<file path="src/common/web_sensor_consts.vh">
/*
 * Constants for the web sensor status and position block: word layout,
 * process data map indices, pixel count tables and controller states.
 * Assumes it is included by bare name from files that need it.
 */
`ifndef WEB_SENSOR_CONSTS_VH
`define WEB_SENSOR_CONSTS_VH

// ****************************************
// status and fault word layout
// ****************************************
`define SFW_NO_SENSOR     0
`define SFW_LOW_CONTRAST  1
`define SFW_NO_WEB        2
`define SFW_WRONG_ORIENT  3
`define SFW_RSVD_A        4
`define SFW_FLUTTER       5
`define SFW_RSVD_B        6
`define SFW_FAMILY        7
`define SFW_LEFT          8
`define SFW_RIGHT         9
`define SFW_CODE_LSB      10
`define SFW_CODE_MSB      13
`define SFW_MODE_LSB      14
`define SFW_MODE_MSB      15

// ****************************************
// process data map (word index)
// ****************************************
`define MAP_STATUS_BASE   3'h0
`define MAP_POS_BASE      3'h2
`define MAP_SENSOR_STRIDE 3'h3
`define MAP_WORDS         8
`define MAP_IDX_W         3
`define WORDS_PER_SENSOR  2'h3

// ****************************************
// pixel counts, first family
// ****************************************
`define PXN_F0_C0         16'h0100
`define PXN_F0_C1         16'h0300
`define PXN_F0_C2         16'h06EE
`define PXN_F0_C3         16'h0380
`define PXN_F0_C5         16'h0700
`define PXN_F0_C6         16'h06EC
`define PXN_F0_C7         16'h0DD8
`define PXN_F0_C8         16'h0DE2

// ****************************************
// pixel counts, second family
// ****************************************
`define PXN_F1_C1         16'h02F8
`define PXN_F1_C2         16'h02FC
`define PXN_F1_C3         16'h0600
`define PXN_F1_C4         16'h05F6
`define PXN_F1_C5         16'h0BEC
`define PXN_F1_C8         16'h0BE2
`define PXN_F1_C12        16'h17BA
`define PXN_UNDEF         16'h0000

// ****************************************
// map writer states and misc
// ****************************************
`define ST_CLEAR          2'h0
`define ST_IDLE           2'h1
`define ST_WRITE          2'h2
`define MODE_EDGE         1'h0
`define WORD_ZERO         16'h0000
`define PIN_BITS          11

`endif

</file>
<file path="src/line_edge_scan.v">
/*
 * Scans one captured image line of covered/open pixels, left to right.
 * Assumes pixels arrive on the same clock, one per pix_valid, with
 * pix_last on the final pixel of the line.
 */
`timescale 1ns/1ps
module line_edge_scan #(
	parameter POS_W = 16
) (
	input  wire             clock,
	input  wire             sys_rst,
	input  wire             pix_valid,
	input  wire             pix_covered,
	input  wire             pix_last,
	output reg              done,
	output reg  [POS_W-1:0] first_cov,
	output reg  [POS_W-1:0] end_cov,
	output reg  [POS_W-1:0] cov_sum,
	output reg              any_cov,
	output reg              first_px,
	output reg              last_px
);
	reg [POS_W-1:0] idx_r;
	reg [POS_W-1:0] first_r;
	reg [POS_W-1:0] end_r;
	reg [POS_W-1:0] sum_r;
	reg             seen_r;
	reg             px0_r;
	reg [POS_W-1:0] first_nxt;
	reg [POS_W-1:0] end_nxt;
	reg [POS_W-1:0] sum_nxt;
	reg             seen_nxt;
	reg             in_span_nxt;

	// ****************************************
	// per pixel accumulation
	// ****************************************
	always @* begin
		first_nxt   = first_r;
		end_nxt     = end_r;
		sum_nxt     = sum_r;
		seen_nxt    = seen_r;
		// the line starts open, so a covered first pixel is a rising edge
		in_span_nxt = pix_covered;
		if (pix_covered && !seen_r) begin
			seen_nxt  = 1'b1;
			first_nxt = idx_r;
		end
		if (pix_covered) begin
			end_nxt = idx_r + {{(POS_W-1){1'b0}}, 1'b1};
		end
		if (in_span_nxt) begin
			sum_nxt = sum_r + {{(POS_W-1){1'b0}}, 1'b1}; // see RULE_19 see RULE_20
		end
	end

	always @(posedge clock) begin
		if (sys_rst) begin
			idx_r     <= {POS_W{1'b0}};
			first_r   <= {POS_W{1'b0}};
			end_r     <= {POS_W{1'b0}};
			sum_r     <= {POS_W{1'b0}};
			seen_r    <= 1'b0;
			px0_r     <= 1'b0;
			done      <= 1'b0;
			first_cov <= {POS_W{1'b0}};
			end_cov   <= {POS_W{1'b0}};
			cov_sum   <= {POS_W{1'b0}};
			any_cov   <= 1'b0;
			first_px  <= 1'b0;
			last_px   <= 1'b0;
		end else begin
			done <= 1'b0;
			if (pix_valid) begin
				if (pix_last) begin
					// raw line result, no filtering, see RULE_21
					done      <= 1'b1;
					first_cov <= first_nxt;
					end_cov   <= end_nxt;
					cov_sum   <= sum_nxt;
					any_cov   <= seen_nxt;
					first_px  <= (idx_r == {POS_W{1'b0}}) ? pix_covered : px0_r;
					last_px   <= pix_covered;
					idx_r     <= {POS_W{1'b0}};
					first_r   <= {POS_W{1'b0}};
					end_r     <= {POS_W{1'b0}};
					sum_r     <= {POS_W{1'b0}};
					seen_r    <= 1'b0;
				end else begin
					if (idx_r == {POS_W{1'b0}}) begin
						px0_r <= pix_covered;
					end
					idx_r   <= idx_r + {{(POS_W-1){1'b0}}, 1'b1};
					first_r <= first_nxt;
					end_r   <= end_nxt;
					sum_r   <= sum_nxt;
					seen_r  <= seen_nxt;
				end
			end
		end
	end
endmodule

</file>
<file path="src/web_sensor_status_position.v">
/*
 * Status, fault, edge position and coverage words for two line-scan web
 * edge sensors, kept in an eight word map read by the process data side.
 * Assumes pixel streams come from readout logic on this clock; status and
 * configuration levels arrive from pins and are synchronised here.
 */
// What this block does
// RULE_01 - low byte of status word holds faults, high byte configuration and status
// RULE_02 - bit 0 set when no sensor attached, clear when present
// RULE_03 - bit 1 set on low measured contrast, clear on high contrast
// RULE_04 - bit 2 set when no web is detected, clear otherwise
// RULE_05 - bit 3 set when an edge opposes the configured orientation
// RULE_06 - bits 4 and 6 are reserved without meaning
// RULE_07 - bit 5 set when flutter or out-of-plane motion is seen
// RULE_08 - bit 7 gives sensor family, 0 first family, 1 second family
// RULE_09 - bit 8 marks left sensor, bit 9 marks right sensor
// RULE_10 - centre sensor shows both left and right bits set
// RULE_11 - bits 10-13 hold pixel count code, table chosen by bit 7
// RULE_12 - bits 14-15 hold sensing mode, 0 edge, 1 contrast position
// RULE_13 - edge mode gives left edge; right-configured sensor reads zero
// RULE_14 - right word gives right edge in edge mode, contrast position otherwise
// RULE_15 - contrast mode with no contrast loads total pixel count
// RULE_16 - positions grow as the web moves left to right, either orientation
// RULE_17 - open gives pixel count for left, 0 for right; covered reverses
// RULE_18 - reader ignores positions while no-sensor or no-web is set
// RULE_19 - coverage is the sum of individual web widths
// RULE_20 - each width spans from one rising edge to the next; code counts covered pixels up to each falling edge
// RULE_21 - coverage is raw and instantaneous, unaffected by any filter
// RULE_22 - each sensor has its own status word, index 0 and index 1
// RULE_23 - reserved bits and undefined pixel codes read as zero
`timescale 1ns/1ps
`include "web_sensor_consts.vh"
module web_sensor_status_position #(
	parameter POS_W = 16
) (
	input  wire                   clock,
	input  wire                   sys_rst,
	input  wire [1:0]             sensor_absent,
	input  wire [1:0]             low_contrast,
	input  wire [1:0]             flutter_seen,
	input  wire [1:0]             sensor_family_select,
	input  wire [1:0]             cfg_left,
	input  wire [1:0]             cfg_right,
	input  wire [7:0]             pixel_code,
	input  wire [1:0]             contrast_mode,
	input  wire [1:0]             pix_valid,
	input  wire [1:0]             pix_covered,
	input  wire [1:0]             pix_last,
	input  wire                   rd_en,
	input  wire [`MAP_IDX_W-1:0]  rd_index,
	output wire [POS_W-1:0]       rd_data,
	output reg                    rd_valid,
	output reg                    map_ready,
	output reg  [1:0]             line_update
);

	// ****************************************
	// pin synchronisers
	// ****************************************
	wire [2*`PIN_BITS-1:0] pin_raw;
	reg  [2*`PIN_BITS-1:0] pin_s1_r;
	reg  [2*`PIN_BITS-1:0] pin_s2_r;
	reg  [2*`PIN_BITS-1:0] pin_s3_r;
	reg  [2*`PIN_BITS-1:0] pin_q_r;

	assign pin_raw = {contrast_mode, pixel_code, cfg_right, cfg_left,
		sensor_family_select, flutter_seen, low_contrast, sensor_absent};

	genvar gb;
	generate
		for (gb = 0; gb < 2*`PIN_BITS; gb = gb + 1) begin : g_sync
			// a level only counts once stages two and three agree
			always @(posedge clock) begin
				if (sys_rst) begin
					pin_s1_r[gb] <= 1'b0;
					pin_s2_r[gb] <= 1'b0;
					pin_s3_r[gb] <= 1'b0;
					pin_q_r[gb]  <= 1'b0;
				end else begin
					pin_s1_r[gb] <= pin_raw[gb];
					pin_s2_r[gb] <= pin_s1_r[gb];
					pin_s3_r[gb] <= pin_s2_r[gb];
					if (pin_s2_r[gb] == pin_s3_r[gb]) begin
						pin_q_r[gb] <= pin_s3_r[gb];
					end
				end
			end
		end
	endgenerate

	wire [1:0] q_absent   = pin_q_r[1:0];
	wire [1:0] q_lowcon   = pin_q_r[3:2];
	wire [1:0] q_flutter  = pin_q_r[5:4];
	wire [1:0] q_family   = pin_q_r[7:6];
	wire [1:0] q_left     = pin_q_r[9:8];
	wire [1:0] q_right    = pin_q_r[11:10];
	wire [7:0] q_code     = pin_q_r[19:12];
	wire [1:0] q_contrast = pin_q_r[21:20];

	// ****************************************
	// pixel count tables
	// ****************************************
	function [POS_W-1:0] pixel_total;
		input       fam;
		input [3:0] code;
		reg   [15:0] n;
		begin
			n = `PXN_UNDEF; // see RULE_23
			if (!fam) begin
				case (code)
					4'h0: n = `PXN_F0_C0;
					4'h1: n = `PXN_F0_C1;
					4'h2: n = `PXN_F0_C2;
					4'h3: n = `PXN_F0_C3;
					4'h5: n = `PXN_F0_C5;
					4'h6: n = `PXN_F0_C6;
					4'h7: n = `PXN_F0_C7;
					4'h8: n = `PXN_F0_C8;
					default: n = `PXN_UNDEF;
				endcase
			end else begin
				case (code)
					4'h1: n = `PXN_F1_C1;
					4'h2: n = `PXN_F1_C2;
					4'h3: n = `PXN_F1_C3;
					4'h4: n = `PXN_F1_C4;
					4'h5: n = `PXN_F1_C5;
					4'h8: n = `PXN_F1_C8;
					4'hC: n = `PXN_F1_C12;
					default: n = `PXN_UNDEF;
				endcase
			end
			pixel_total = n[POS_W-1:0]; // see RULE_11
		end
	endfunction

	// ****************************************
	// line scanners and per sensor snapshots
	// ****************************************
	wire [1:0]       scan_done;
	wire [POS_W-1:0] scan_first [0:1];
	wire [POS_W-1:0] scan_end   [0:1];
	wire [POS_W-1:0] scan_sum   [0:1];
	wire [1:0]       scan_any;
	wire [1:0]       scan_px0;
	wire [1:0]       scan_pxl;

	reg  [15:0]      status_r [0:1];
	reg  [POS_W-1:0] left_r   [0:1];
	reg  [POS_W-1:0] right_r  [0:1];
	reg  [POS_W-1:0] cover_r  [0:1];

	genvar gs;
	generate
		for (gs = 0; gs < 2; gs = gs + 1) begin : g_sensor
			wire [3:0]       code_w  = q_code[4*gs+3:4*gs];
			wire [POS_W-1:0] total_w = pixel_total(q_family[gs], code_w);
			wire             edge_w  = (q_contrast[gs] == `MODE_EDGE);
			wire             left_only  = q_left[gs] & ~q_right[gs];
			wire             right_only = q_right[gs] & ~q_left[gs];
			wire             wrong_w;
			wire [15:0]      status_w;
			wire [POS_W-1:0] left_w;
			wire [POS_W-1:0] right_w;

			line_edge_scan #(
				.POS_W       (POS_W)
			) u_scan (
				.clock       (clock),
				.sys_rst     (sys_rst),
				.pix_valid   (pix_valid[gs]),
				.pix_covered (pix_covered[gs]),
				.pix_last    (pix_last[gs]),
				.done        (scan_done[gs]),
				.first_cov   (scan_first[gs]),
				.end_cov     (scan_end[gs]),
				.cov_sum     (scan_sum[gs]),
				.any_cov     (scan_any[gs]),
				.first_px    (scan_px0[gs]),
				.last_px     (scan_pxl[gs])
			);

			// a left sensor expects open on the left and web to the right
			assign wrong_w = edge_w & scan_any[gs] &
				((left_only & scan_px0[gs] & ~scan_pxl[gs]) |
				(right_only & ~scan_px0[gs] & scan_pxl[gs])); // see RULE_05

			assign status_w[`SFW_NO_SENSOR]    = q_absent[gs];      // see RULE_02
			assign status_w[`SFW_LOW_CONTRAST] = q_lowcon[gs];      // see RULE_03
			assign status_w[`SFW_NO_WEB]       = ~scan_any[gs];     // see RULE_04
			assign status_w[`SFW_WRONG_ORIENT] = wrong_w;
			assign status_w[`SFW_RSVD_A]       = 1'b0;              // see RULE_06
			assign status_w[`SFW_FLUTTER]      = q_flutter[gs];     // see RULE_07
			assign status_w[`SFW_RSVD_B]       = 1'b0;              // see RULE_06
			assign status_w[`SFW_FAMILY]       = q_family[gs];      // see RULE_08
			// high byte is configuration, low byte faults, see RULE_01
			assign status_w[`SFW_LEFT]         = q_left[gs];        // see RULE_09 see RULE_10
			assign status_w[`SFW_RIGHT]        = q_right[gs];       // see RULE_09 see RULE_10
			assign status_w[`SFW_CODE_MSB:`SFW_CODE_LSB] = code_w;  // see RULE_11
			assign status_w[`SFW_MODE_MSB:`SFW_MODE_LSB] =
				{1'b0, q_contrast[gs]};                             // see RULE_12

			// pixel indices grow left to right for both orientations, see RULE_16
			// edge mode, open: left gives total (0 if right only), right gives 0; covered reverses, see RULE_17
			assign left_w = (!edge_w || right_only) ? {POS_W{1'b0}} :
				(scan_any[gs] ? scan_first[gs] : total_w);          // see RULE_13
			assign right_w = edge_w ?
				(scan_any[gs] ? scan_end[gs] : {POS_W{1'b0}}) :     // see RULE_14
				(scan_any[gs] ? scan_first[gs] : total_w);          // see RULE_15

			// snapshot taken with the line so words of one sensor agree
			always @(posedge clock) begin
				if (sys_rst) begin
					status_r[gs] <= `WORD_ZERO;
					left_r[gs]   <= {POS_W{1'b0}};
					right_r[gs]  <= {POS_W{1'b0}};
					cover_r[gs]  <= {POS_W{1'b0}};
				end else if (scan_done[gs]) begin
					status_r[gs] <= status_w;
					left_r[gs]   <= left_w;
					right_r[gs]  <= right_w;
					cover_r[gs]  <= scan_sum[gs];                   // see RULE_21
				end
			end
		end
	endgenerate

	// ****************************************
	// map writer
	// ****************************************
	reg [1:0]              state_r;
	reg [1:0]              state_nxt;
	reg [1:0]              pend_r;
	reg [1:0]              pend_nxt;
	reg                    sel_r;
	reg                    sel_nxt;
	reg [1:0]              widx_r;
	reg [1:0]              widx_nxt;
	reg [`MAP_IDX_W-1:0]   clr_r;
	reg [`MAP_IDX_W-1:0]   clr_nxt;
	reg [15:0]             wbuf_r [0:3];
	reg                    load_buf;
	reg                    wr_en;
	reg [`MAP_IDX_W-1:0]   wr_addr;
	reg [15:0]             wr_data;

	wire [`MAP_IDX_W-1:0] clr_last = {`MAP_IDX_W{1'b1}};

	always @* begin
		state_nxt = state_r;
		pend_nxt  = pend_r;
		sel_nxt   = sel_r;
		widx_nxt  = widx_r;
		clr_nxt   = clr_r;
		load_buf  = 1'b0;
		wr_en     = 1'b0;
		wr_addr   = {`MAP_IDX_W{1'b0}};
		wr_data   = `WORD_ZERO;
		case (state_r)
			`ST_CLEAR: begin
				// every word reads zero until its first line arrives
				wr_en   = 1'b1;
				wr_addr = clr_r;
				clr_nxt = clr_r + {{(`MAP_IDX_W-1){1'b0}}, 1'b1};
				if (clr_r == clr_last) begin
					state_nxt = `ST_IDLE;
				end
			end
			`ST_IDLE: begin
				if (pend_r != 2'b00) begin
					sel_nxt   = ~pend_r[0];
					load_buf  = 1'b1;
					pend_nxt[~pend_r[0]] = 1'b0;
					widx_nxt  = 2'b00;
					state_nxt = `ST_WRITE;
				end
			end
			`ST_WRITE: begin
				wr_en    = 1'b1;
				wr_data  = wbuf_r[widx_r];
				// status words sit at index 0 and 1, see RULE_22
				if (widx_r == 2'b00) begin
					wr_addr = `MAP_STATUS_BASE + {2'b00, sel_r};
				end else begin
					wr_addr = `MAP_POS_BASE + (sel_r ? `MAP_SENSOR_STRIDE : 3'h0)
						+ {1'b0, widx_r - 2'b01};
				end
				widx_nxt = widx_r + 2'b01;
				if (widx_r == `WORDS_PER_SENSOR) begin
					state_nxt = `ST_IDLE;
				end
			end
			default: begin
				state_nxt = `ST_CLEAR;
				clr_nxt   = {`MAP_IDX_W{1'b0}};
			end
		endcase
		// a new line wins over the clear made when its sensor is taken
		pend_nxt = pend_nxt | scan_done;
	end

	integer k;
	always @(posedge clock) begin
		if (sys_rst) begin
			state_r     <= `ST_CLEAR;
			pend_r      <= 2'b00;
			sel_r       <= 1'b0;
			widx_r      <= 2'b00;
			clr_r       <= {`MAP_IDX_W{1'b0}};
			rd_valid    <= 1'b0;
			map_ready   <= 1'b0;
			line_update <= 2'b00;
			for (k = 0; k < 4; k = k + 1) begin
				wbuf_r[k] <= `WORD_ZERO;
			end
		end else begin
			state_r     <= state_nxt;
			pend_r      <= pend_nxt;
			sel_r       <= sel_nxt;
			widx_r      <= widx_nxt;
			clr_r       <= clr_nxt;
			rd_valid    <= rd_en;
			map_ready   <= (state_nxt != `ST_CLEAR);
			line_update <= 2'b00;
			if (load_buf) begin
				wbuf_r[0] <= status_r[sel_nxt];
				wbuf_r[1] <= left_r[sel_nxt];
				wbuf_r[2] <= right_r[sel_nxt];
				wbuf_r[3] <= cover_r[sel_nxt];
			end
			if (state_r == `ST_WRITE && widx_r == `WORDS_PER_SENSOR) begin
				line_update[sel_r] <= 1'b1;
			end
		end
	end

	// ****************************************
	// word map
	// ****************************************
	word_map_ram #(
		.WIDTH   (POS_W),
		.DEPTH   (`MAP_WORDS),
		.AW      (`MAP_IDX_W)
	) u_map (
		.clock   (clock),
		.wr_en   (wr_en),
		.wr_addr (wr_addr),
		.wr_data (wr_data),
		.rd_en   (rd_en),
		.rd_addr (rd_index),
		.rd_data (rd_data)
	);

endmodule

</file>
<file path="src/word_map_ram.v">
/*
 * Small word memory holding the readable process data map.
 * Assumes one writer and one reader on the same clock; read data are
 * registered and appear one clock after the read strobe.
 */
`timescale 1ns/1ps
module word_map_ram #(
	parameter WIDTH = 16,
	parameter DEPTH = 8,
	parameter AW    = 3
) (
	input  wire             clock,
	input  wire             wr_en,
	input  wire [AW-1:0]    wr_addr,
	input  wire [WIDTH-1:0] wr_data,
	input  wire             rd_en,
	input  wire [AW-1:0]    rd_addr,
	output reg  [WIDTH-1:0] rd_data
);
	reg [WIDTH-1:0] mem [0:DEPTH-1];

	// no reset here: the owner clears every word after reset
	always @(posedge clock) begin
		if (wr_en) begin
			mem[wr_addr] <= wr_data;
		end
		if (rd_en) begin
			rd_data <= mem[rd_addr];
		end
	end
endmodule

</file>
<file path="config.mk">
export PLATFORM = sky130hd
export DESIGN_NAME = web_sensor_status_position
export DESIGN_NICKNAME = d
export VERILOG_FILES = /design/src/line_edge_scan.v /design/src/web_sensor_status_position.v /design/src/word_map_ram.v
export VERILOG_INCLUDE_DIRS = /design/src /design/src/common
export SDC_FILE = /design/constraint.sdc
export NUM_CORES = 1
export LEC_CHECK = 0
export ABC_AREA = 1
export CAP_MARGIN = 0
export CORE_UTILIZATION = 55
export DETAILED_ROUTE_END_ITERATION = 12
export DONT_BUFFER_PORTS = 1
export PLACE_DENSITY = 0.72
export SLEW_MARGIN = 10
export SYNTH_ARGS = -nofsm -noshare
export SYNTH_HDL_FRONTEND = slang
export SYNTH_HIERARCHICAL = 1
export SYNTH_SLANG_ARGS = --single-unit
</file>
<file path="constraint.sdc">
create_clock -name clock -period 15.9 [get_ports clock]
set_input_delay 3.18 -clock clock [delete_from_list [all_inputs] [get_ports clock]]
set_output_delay 3.18 -clock clock [all_outputs]
set_load 0.02 [all_outputs]
</file>
# --- Word level (Yosys, flattened, before mapping) ---
# Memory sizes are Yosys's and may differ from the RTL's. A register that Yosys moved wholly into a read port is not among the register bits.
# Index checks and enable logic that the tools add are counted.
word_totals:
  register_bits: 338
  mem_count: 8
  in_bits: 34
  rom_bits: 352
  out_inout_bits: 20
  elab_cells: 344
  latch_bits: 0
  ramBits: 314
classes:
  n_div: 0
  eq_ne: 41
  n_mux: 83
  n_lt_le_gt_ge: 4
  n_addsub: 9
  reduce_logical: 26
  multipliers: 0
  shift: 0
  bitwise_logic: 51
mem_list:
  columns: ["memory", "words", "word_bits", "rd", "rd_clocked_by_memory_dff", "write_ports", "line_no", "rtl"]
  rows:
  - ["(no name shown)", 16, 11, 1, 0, 0, "web_sensor_status_position.v:110", "case (code)"]
  - ["(no name shown)", 16, 11, 1, 0, 0, "web_sensor_status_position.v:110", null]
  - ["u_map.mem", 8, 16, 1, 1, 1, "word_map_ram.v:20", "reg [WIDTH-1:0] mem [0:DEPTH-1];"]
  - ["wbuf_r", 4, 16, 1, 1, 4, "web_sensor_status_position.v:241", "reg [15:0] wbuf_r [0:3];"]
  - ["cover_r", 2, 16, 1, 0, 2, "web_sensor_status_position.v:151", "reg [POS_W-1:0] cover_r [0:1];"]
  - ["left_r", 2, 16, 1, 0, 2, "web_sensor_status_position.v:149", "reg [POS_W-1:0] left_r [0:1];"]
  - ["2 more memories", null, null, null, null, null, null, null]
op_table:
  columns: ["cell", "count"]
  rows:
  - ["$mux W16", 35]
  - ["$pmux W13 S7", 2]
  - ["$add A16 B1 Y16 const B", 4]
  - ["$logic_not A16 Y1", 2]
  - ["$mux W1", 28]
  - ["$mux W13", 2]
  - ["$eq A1 B1 Y1", 22]
  - ["$mux W2", 9]
  - ["$not A1 Y1", 18]
  - ["$and A1 B1 Y1", 16]
  - ["$eq A4 B2 Y1 const B", 4]
  - ["$eq A4 B3 Y1 const B", 4]
  - ["$eq A4 B4 Y1 const B", 4]
  - ["$or A1 B1 Y1", 14]
  - ["$pmux W3 S2", 2]
  - ["$reduce_and A2 Y1", 5]
  - ["$reduce_or A2 Y1", 5]
  - ["$eq A4 B1 Y1 const B", 2]
  - ["$pmux W2 S3", 1]
  - ["$reduce_bool A2 Y1", 3]
  - ["$logic_and A1 B1 Y1", 5]
  - ["$eq A2 B2 Y1 const B", 2]
  - ["$logic_not A2 Y1", 2]
  - ["$lt A1 B2 Y1 const B", 2]
  - ["other kinds (17)", 21]

# --- Depth between registers and ports, before layout ---
logic_depth:
  word_depth: 10
  mapped_depth: 10
  mapped_depth_nobuf: 10

# --- Hierarchy ---
# The synthesis kept the hierarchy.
by_module_without_submodules:
  columns: ["module", "cells_each", "n_inst", "seq_area_each_um2", "area_per_inst_um2"]
  rows:
  - ["web_sensor_status_position", 1375, 1, 7577.3, 12634.6]
  - ["word_map_ram", 587, 1, 4324.1, 6149.6]
  - ["line_edge_scan at g_sensor[0].u_scan", 698, 1, 2362.3, 5167.5]
  - ["line_edge_scan at g_sensor[1].u_scan", 697, 1, 2362.3, 5134.9]

# --- Least setup slack after synthesis ---
# OpenSTA, ideal clock, no wires.
synth_timing:
  path_kind: "input -> register"
  start: "in sys_rst"
  end: "mem wbuf_r[0][0], enable pin"
  path_buffers: 1
  setup_ps: 1009
  path_slack_ps: 9631
  t_arrival_ps: 5260
  path_stages: 3
  path_cell_list: "buf_6 -> clkinv_1 -> o21ai_0"
synth_lines:
  columns: ["item", "line_no", "rtl"]
  rows:
  - ["from (decl)", "web_sensor_status_position.v:37", "input wire sys_rst,"]
  - ["to (decl)", "web_sensor_status_position.v:241", null]

==> results_dict.tcl <==
set metrics [dict create \
    outcome "completed" \
    grt_max_degree 242 \
    finalSetupViolations 0 \
    cp.required_ps 16340 \
    synthFlopType "dfxtp_1" \
    holdBufCountCts 0 \
    hold_viol_final 0 \
    synth_top_area_cell "edfxtp_1" \
    cp-start-kind "input port" \
    switching_share_pct 21.3 \
    drv_slew 0 \
    p_switching_uw 801 \
    setup_tns_ps 0 \
    cellPowerDensity_nw_per_um2 118 \
    numPortBuffers 0 \
    pin_count 54 \
    cts_sinks 667 \
    cts_tree "yes" \
    worstSetupPathType "input port to flip-flop" \
    via_per_inst 5.38 \
    tightest_slew_ps 1190 \
    yosysSeqAreaShare_pct 57.2 \
    max-slew-margin-rel_pct 20.8 \
    rsz0062_at_grt "no" \
    netlist_instances 3357 \
    drc_errors 0 \
    syn_area_per_cell_um2 8.66 \
    synth.distinct_cells 48 \
    gp_congestion 0.894 \
    syn_nets 3418 \
    cts_buffer_depth 3 \
    htreeDepth 3 \
    drtAntennaViolNets 0 \
    reg2reg_slack_ps 12760 \
    synth_seq_cells 667 \
    grt_pass1_vias 20700 \
    synth_edf_count 327 \
    pwr-share-seq_pct 50.1 \
    p_comb_share_pct 3.7 \
    grt_pass1_wl_mm 108 \
    hold_path_class "flip-flop to flip-flop" \
    cts_root_buffer "clkbuf_16" \
    antenna_found_initial 0 \
    antennaDiodeCount 0 \
    overflow 0 \
    die_h_um 232 \
    holdPathStages 2 \
    worstPathArrival_ps 5140 \
    hold_end "pin_s2_r[13]" \
    final_util_pct 61.2 \
    crit_fanout 241 \
    synth.most_common_cell "nand2_1" \
    r2r_cells 7 \
    netlist_area_um2 29100 \
    finalCriticalPeriod_ps 4700 \
    yosys-top-cells-count "nand2_1 (956), inv_1 (371), dfxtp_1 (340), edfxtp_1 (327), nor2_1 (286)" \
    power.internal_mw 2.95 \
    irDropWorstVdd_uv 86.4 \
    max_freq_mhz 213 \
    largestRegisters "u_map/mem (128), wbuf_r (61)" \
    num_rows 83 \
    dpl.hpwl_mm 45.0 \
    clk_pin_slew_ps 50 \
    drtPass1Iterations 7 \
    fin_skew_ps 18.6 \
    end_kind "flip-flop" \
    async_flop_share_pct 0 \
    drt_iter0_drc 1924 \
    wirelength_mm 67.9 \
    grt_usage_pct 25.6 \
    cts_inserted_buffers 72 \
    vias 21600 \
    post_cts_buffers 0 \
    yosysTopAreaCellShare_pct 33.8 \
    fp.dieW_um 232 \
    finish.cell_count_without_fillers 4021 \
    synthTopCellsByArea "edfxtp_1 (34%), dfxtp_1 (23%), nand2_1 (12%)" \
    maxCapViolCount 0 \
    wl_per_cell_um 16.9 \
    layout.nets 3347 \
    largest_reg_flops 128 \
    synth-warning-count 6 \
    die_area_um2 53800 \
    top_register "u_map/mem" \
    reg2reg_to "u_map/mem[2][10]" \
    r2r_start "state_r[0]" \
    dp_cells 3892 \
    period_share_pct 29.6 \
    layout-drive-gt1-share_pct 7.57 \
    clock_power_share_pct 46.2 \
    syn_to_final_growth_pct 8.96 \
    p_leak_nw 12.5 \
    cts_resized 0 \
    core_um2 51800 \
    start_util_pct 56.1 \
    insertion_delay_ps 610 \
    hold_start "pin_s1_r[13]" \
]
cells by family after synthesis:
group                    Yosys count  share of synthesized area, %
AND/OR/NAND/NOR                 1589                          22.9
flip-flops                       667                          57.2
buffers and inverters            554                          8.14
AO/OA/AOI/OAI                    490                          9.67
XOR/XNOR                          28                         0.843
adder cells (fa/ha/maj)           27                          1.19
multiplexers                       2                        0.0688
power groups by stage:
stage          Combinational, mW  Sequential (mW)  Clock [mW]
2_1_floorplan              0.120             1.91           0
3_3_place_gp               0.136             1.92           0
3_5_place_dp               0.140             1.92           0
4_1_cts                    0.141             1.88        1.76
5_1_grt                    0.158             1.89        1.83
6_report                   0.140             1.88        1.73
through the flow:
stage | cell area, um2 | power (mW) | hold slack (ps) | setup slack (ps)
2_1_floorplan | 29100 | 2.03 | 388 | 9630
3_3_place_gp | 29200 | 2.05 | 390 | 10730
3_5_place_dp | 29200 | 2.06 | 394 | 10700
4_1_cts | 31700 | 3.79 | 400 | 11320
5_1_grt | 31700 | 3.88 | 422 | 11110
6_report | 31700 | 3.75 | 400 | 11200
layout by cell type, fill, tap and decap left out, types with 22 or more instances in the layout:
master | netlist | layout
nand2_1 | 956 | 954
clkbuf_16 | 0 | 79
or2_2 | 34 | 34
inv_2 | 22 | 22
ha_1 | 26 | 26
o21ai_0 | 118 | 117
nor2_2 | 16 | 26
a22o_1 | 47 | 47
nor2_1 | 286 | 274
inv_1 | 371 | 371
a21oi_1 | 245 | 245
a211oi_1 | 27 | 27
dfxtp_1 | 340 | 340
xor2_1 | 24 | 24
nand3_1 | 220 | 220
edfxtp_1 | 327 | 327
worst max path at each step:
| stage | depth (start not counted) | from | endpoint |
|---|---|---|---|
| final | 5 | sys_rst | right_r[0][13] |
| after global routing | 5 | sys_rst | right_r[0][14] |
| after CTS | 6 | pix_valid[0] | g_sensor[0].u_scan/idx_r[5] |
| after detailed placement | 6 | pix_valid[0] | g_sensor[0].u_scan/idx_r[5] |
| after global placement | 6 | pix_valid[0] | g_sensor[0].u_scan/idx_r[6] |
| after floorplan | 3 | sys_rst | wbuf_r[0][0] |
layer usage:
metal | share of wire [%] | track usage [%] | vias up
met1 | 44 | 34.2 | 10100
met5 | 0 | 0 | -
met3 | 6.1 | 3.77 | 121
met4 | 3.1 | 10.2 | 0
met2 | 47 | 41.7 | 629
li1 | - | - | 10700
worst max-delay path, stage by stage:
cell and delay [ps]:
nor2_2 290, inv_1 410, nor2_2 630, inv_1 190
o21ai_0 210
area by class of cell:
class,count,area [um2]
fill,4334,20100
sequential,667,16600
multi-input combinational,2136,10100
clock buffer,94,2060
inverter,395,1490
tap,680,851
clock inverter,35,415
timing repair buffer,14,105
No activity file was read; power rests on OpenSTA's default activity.
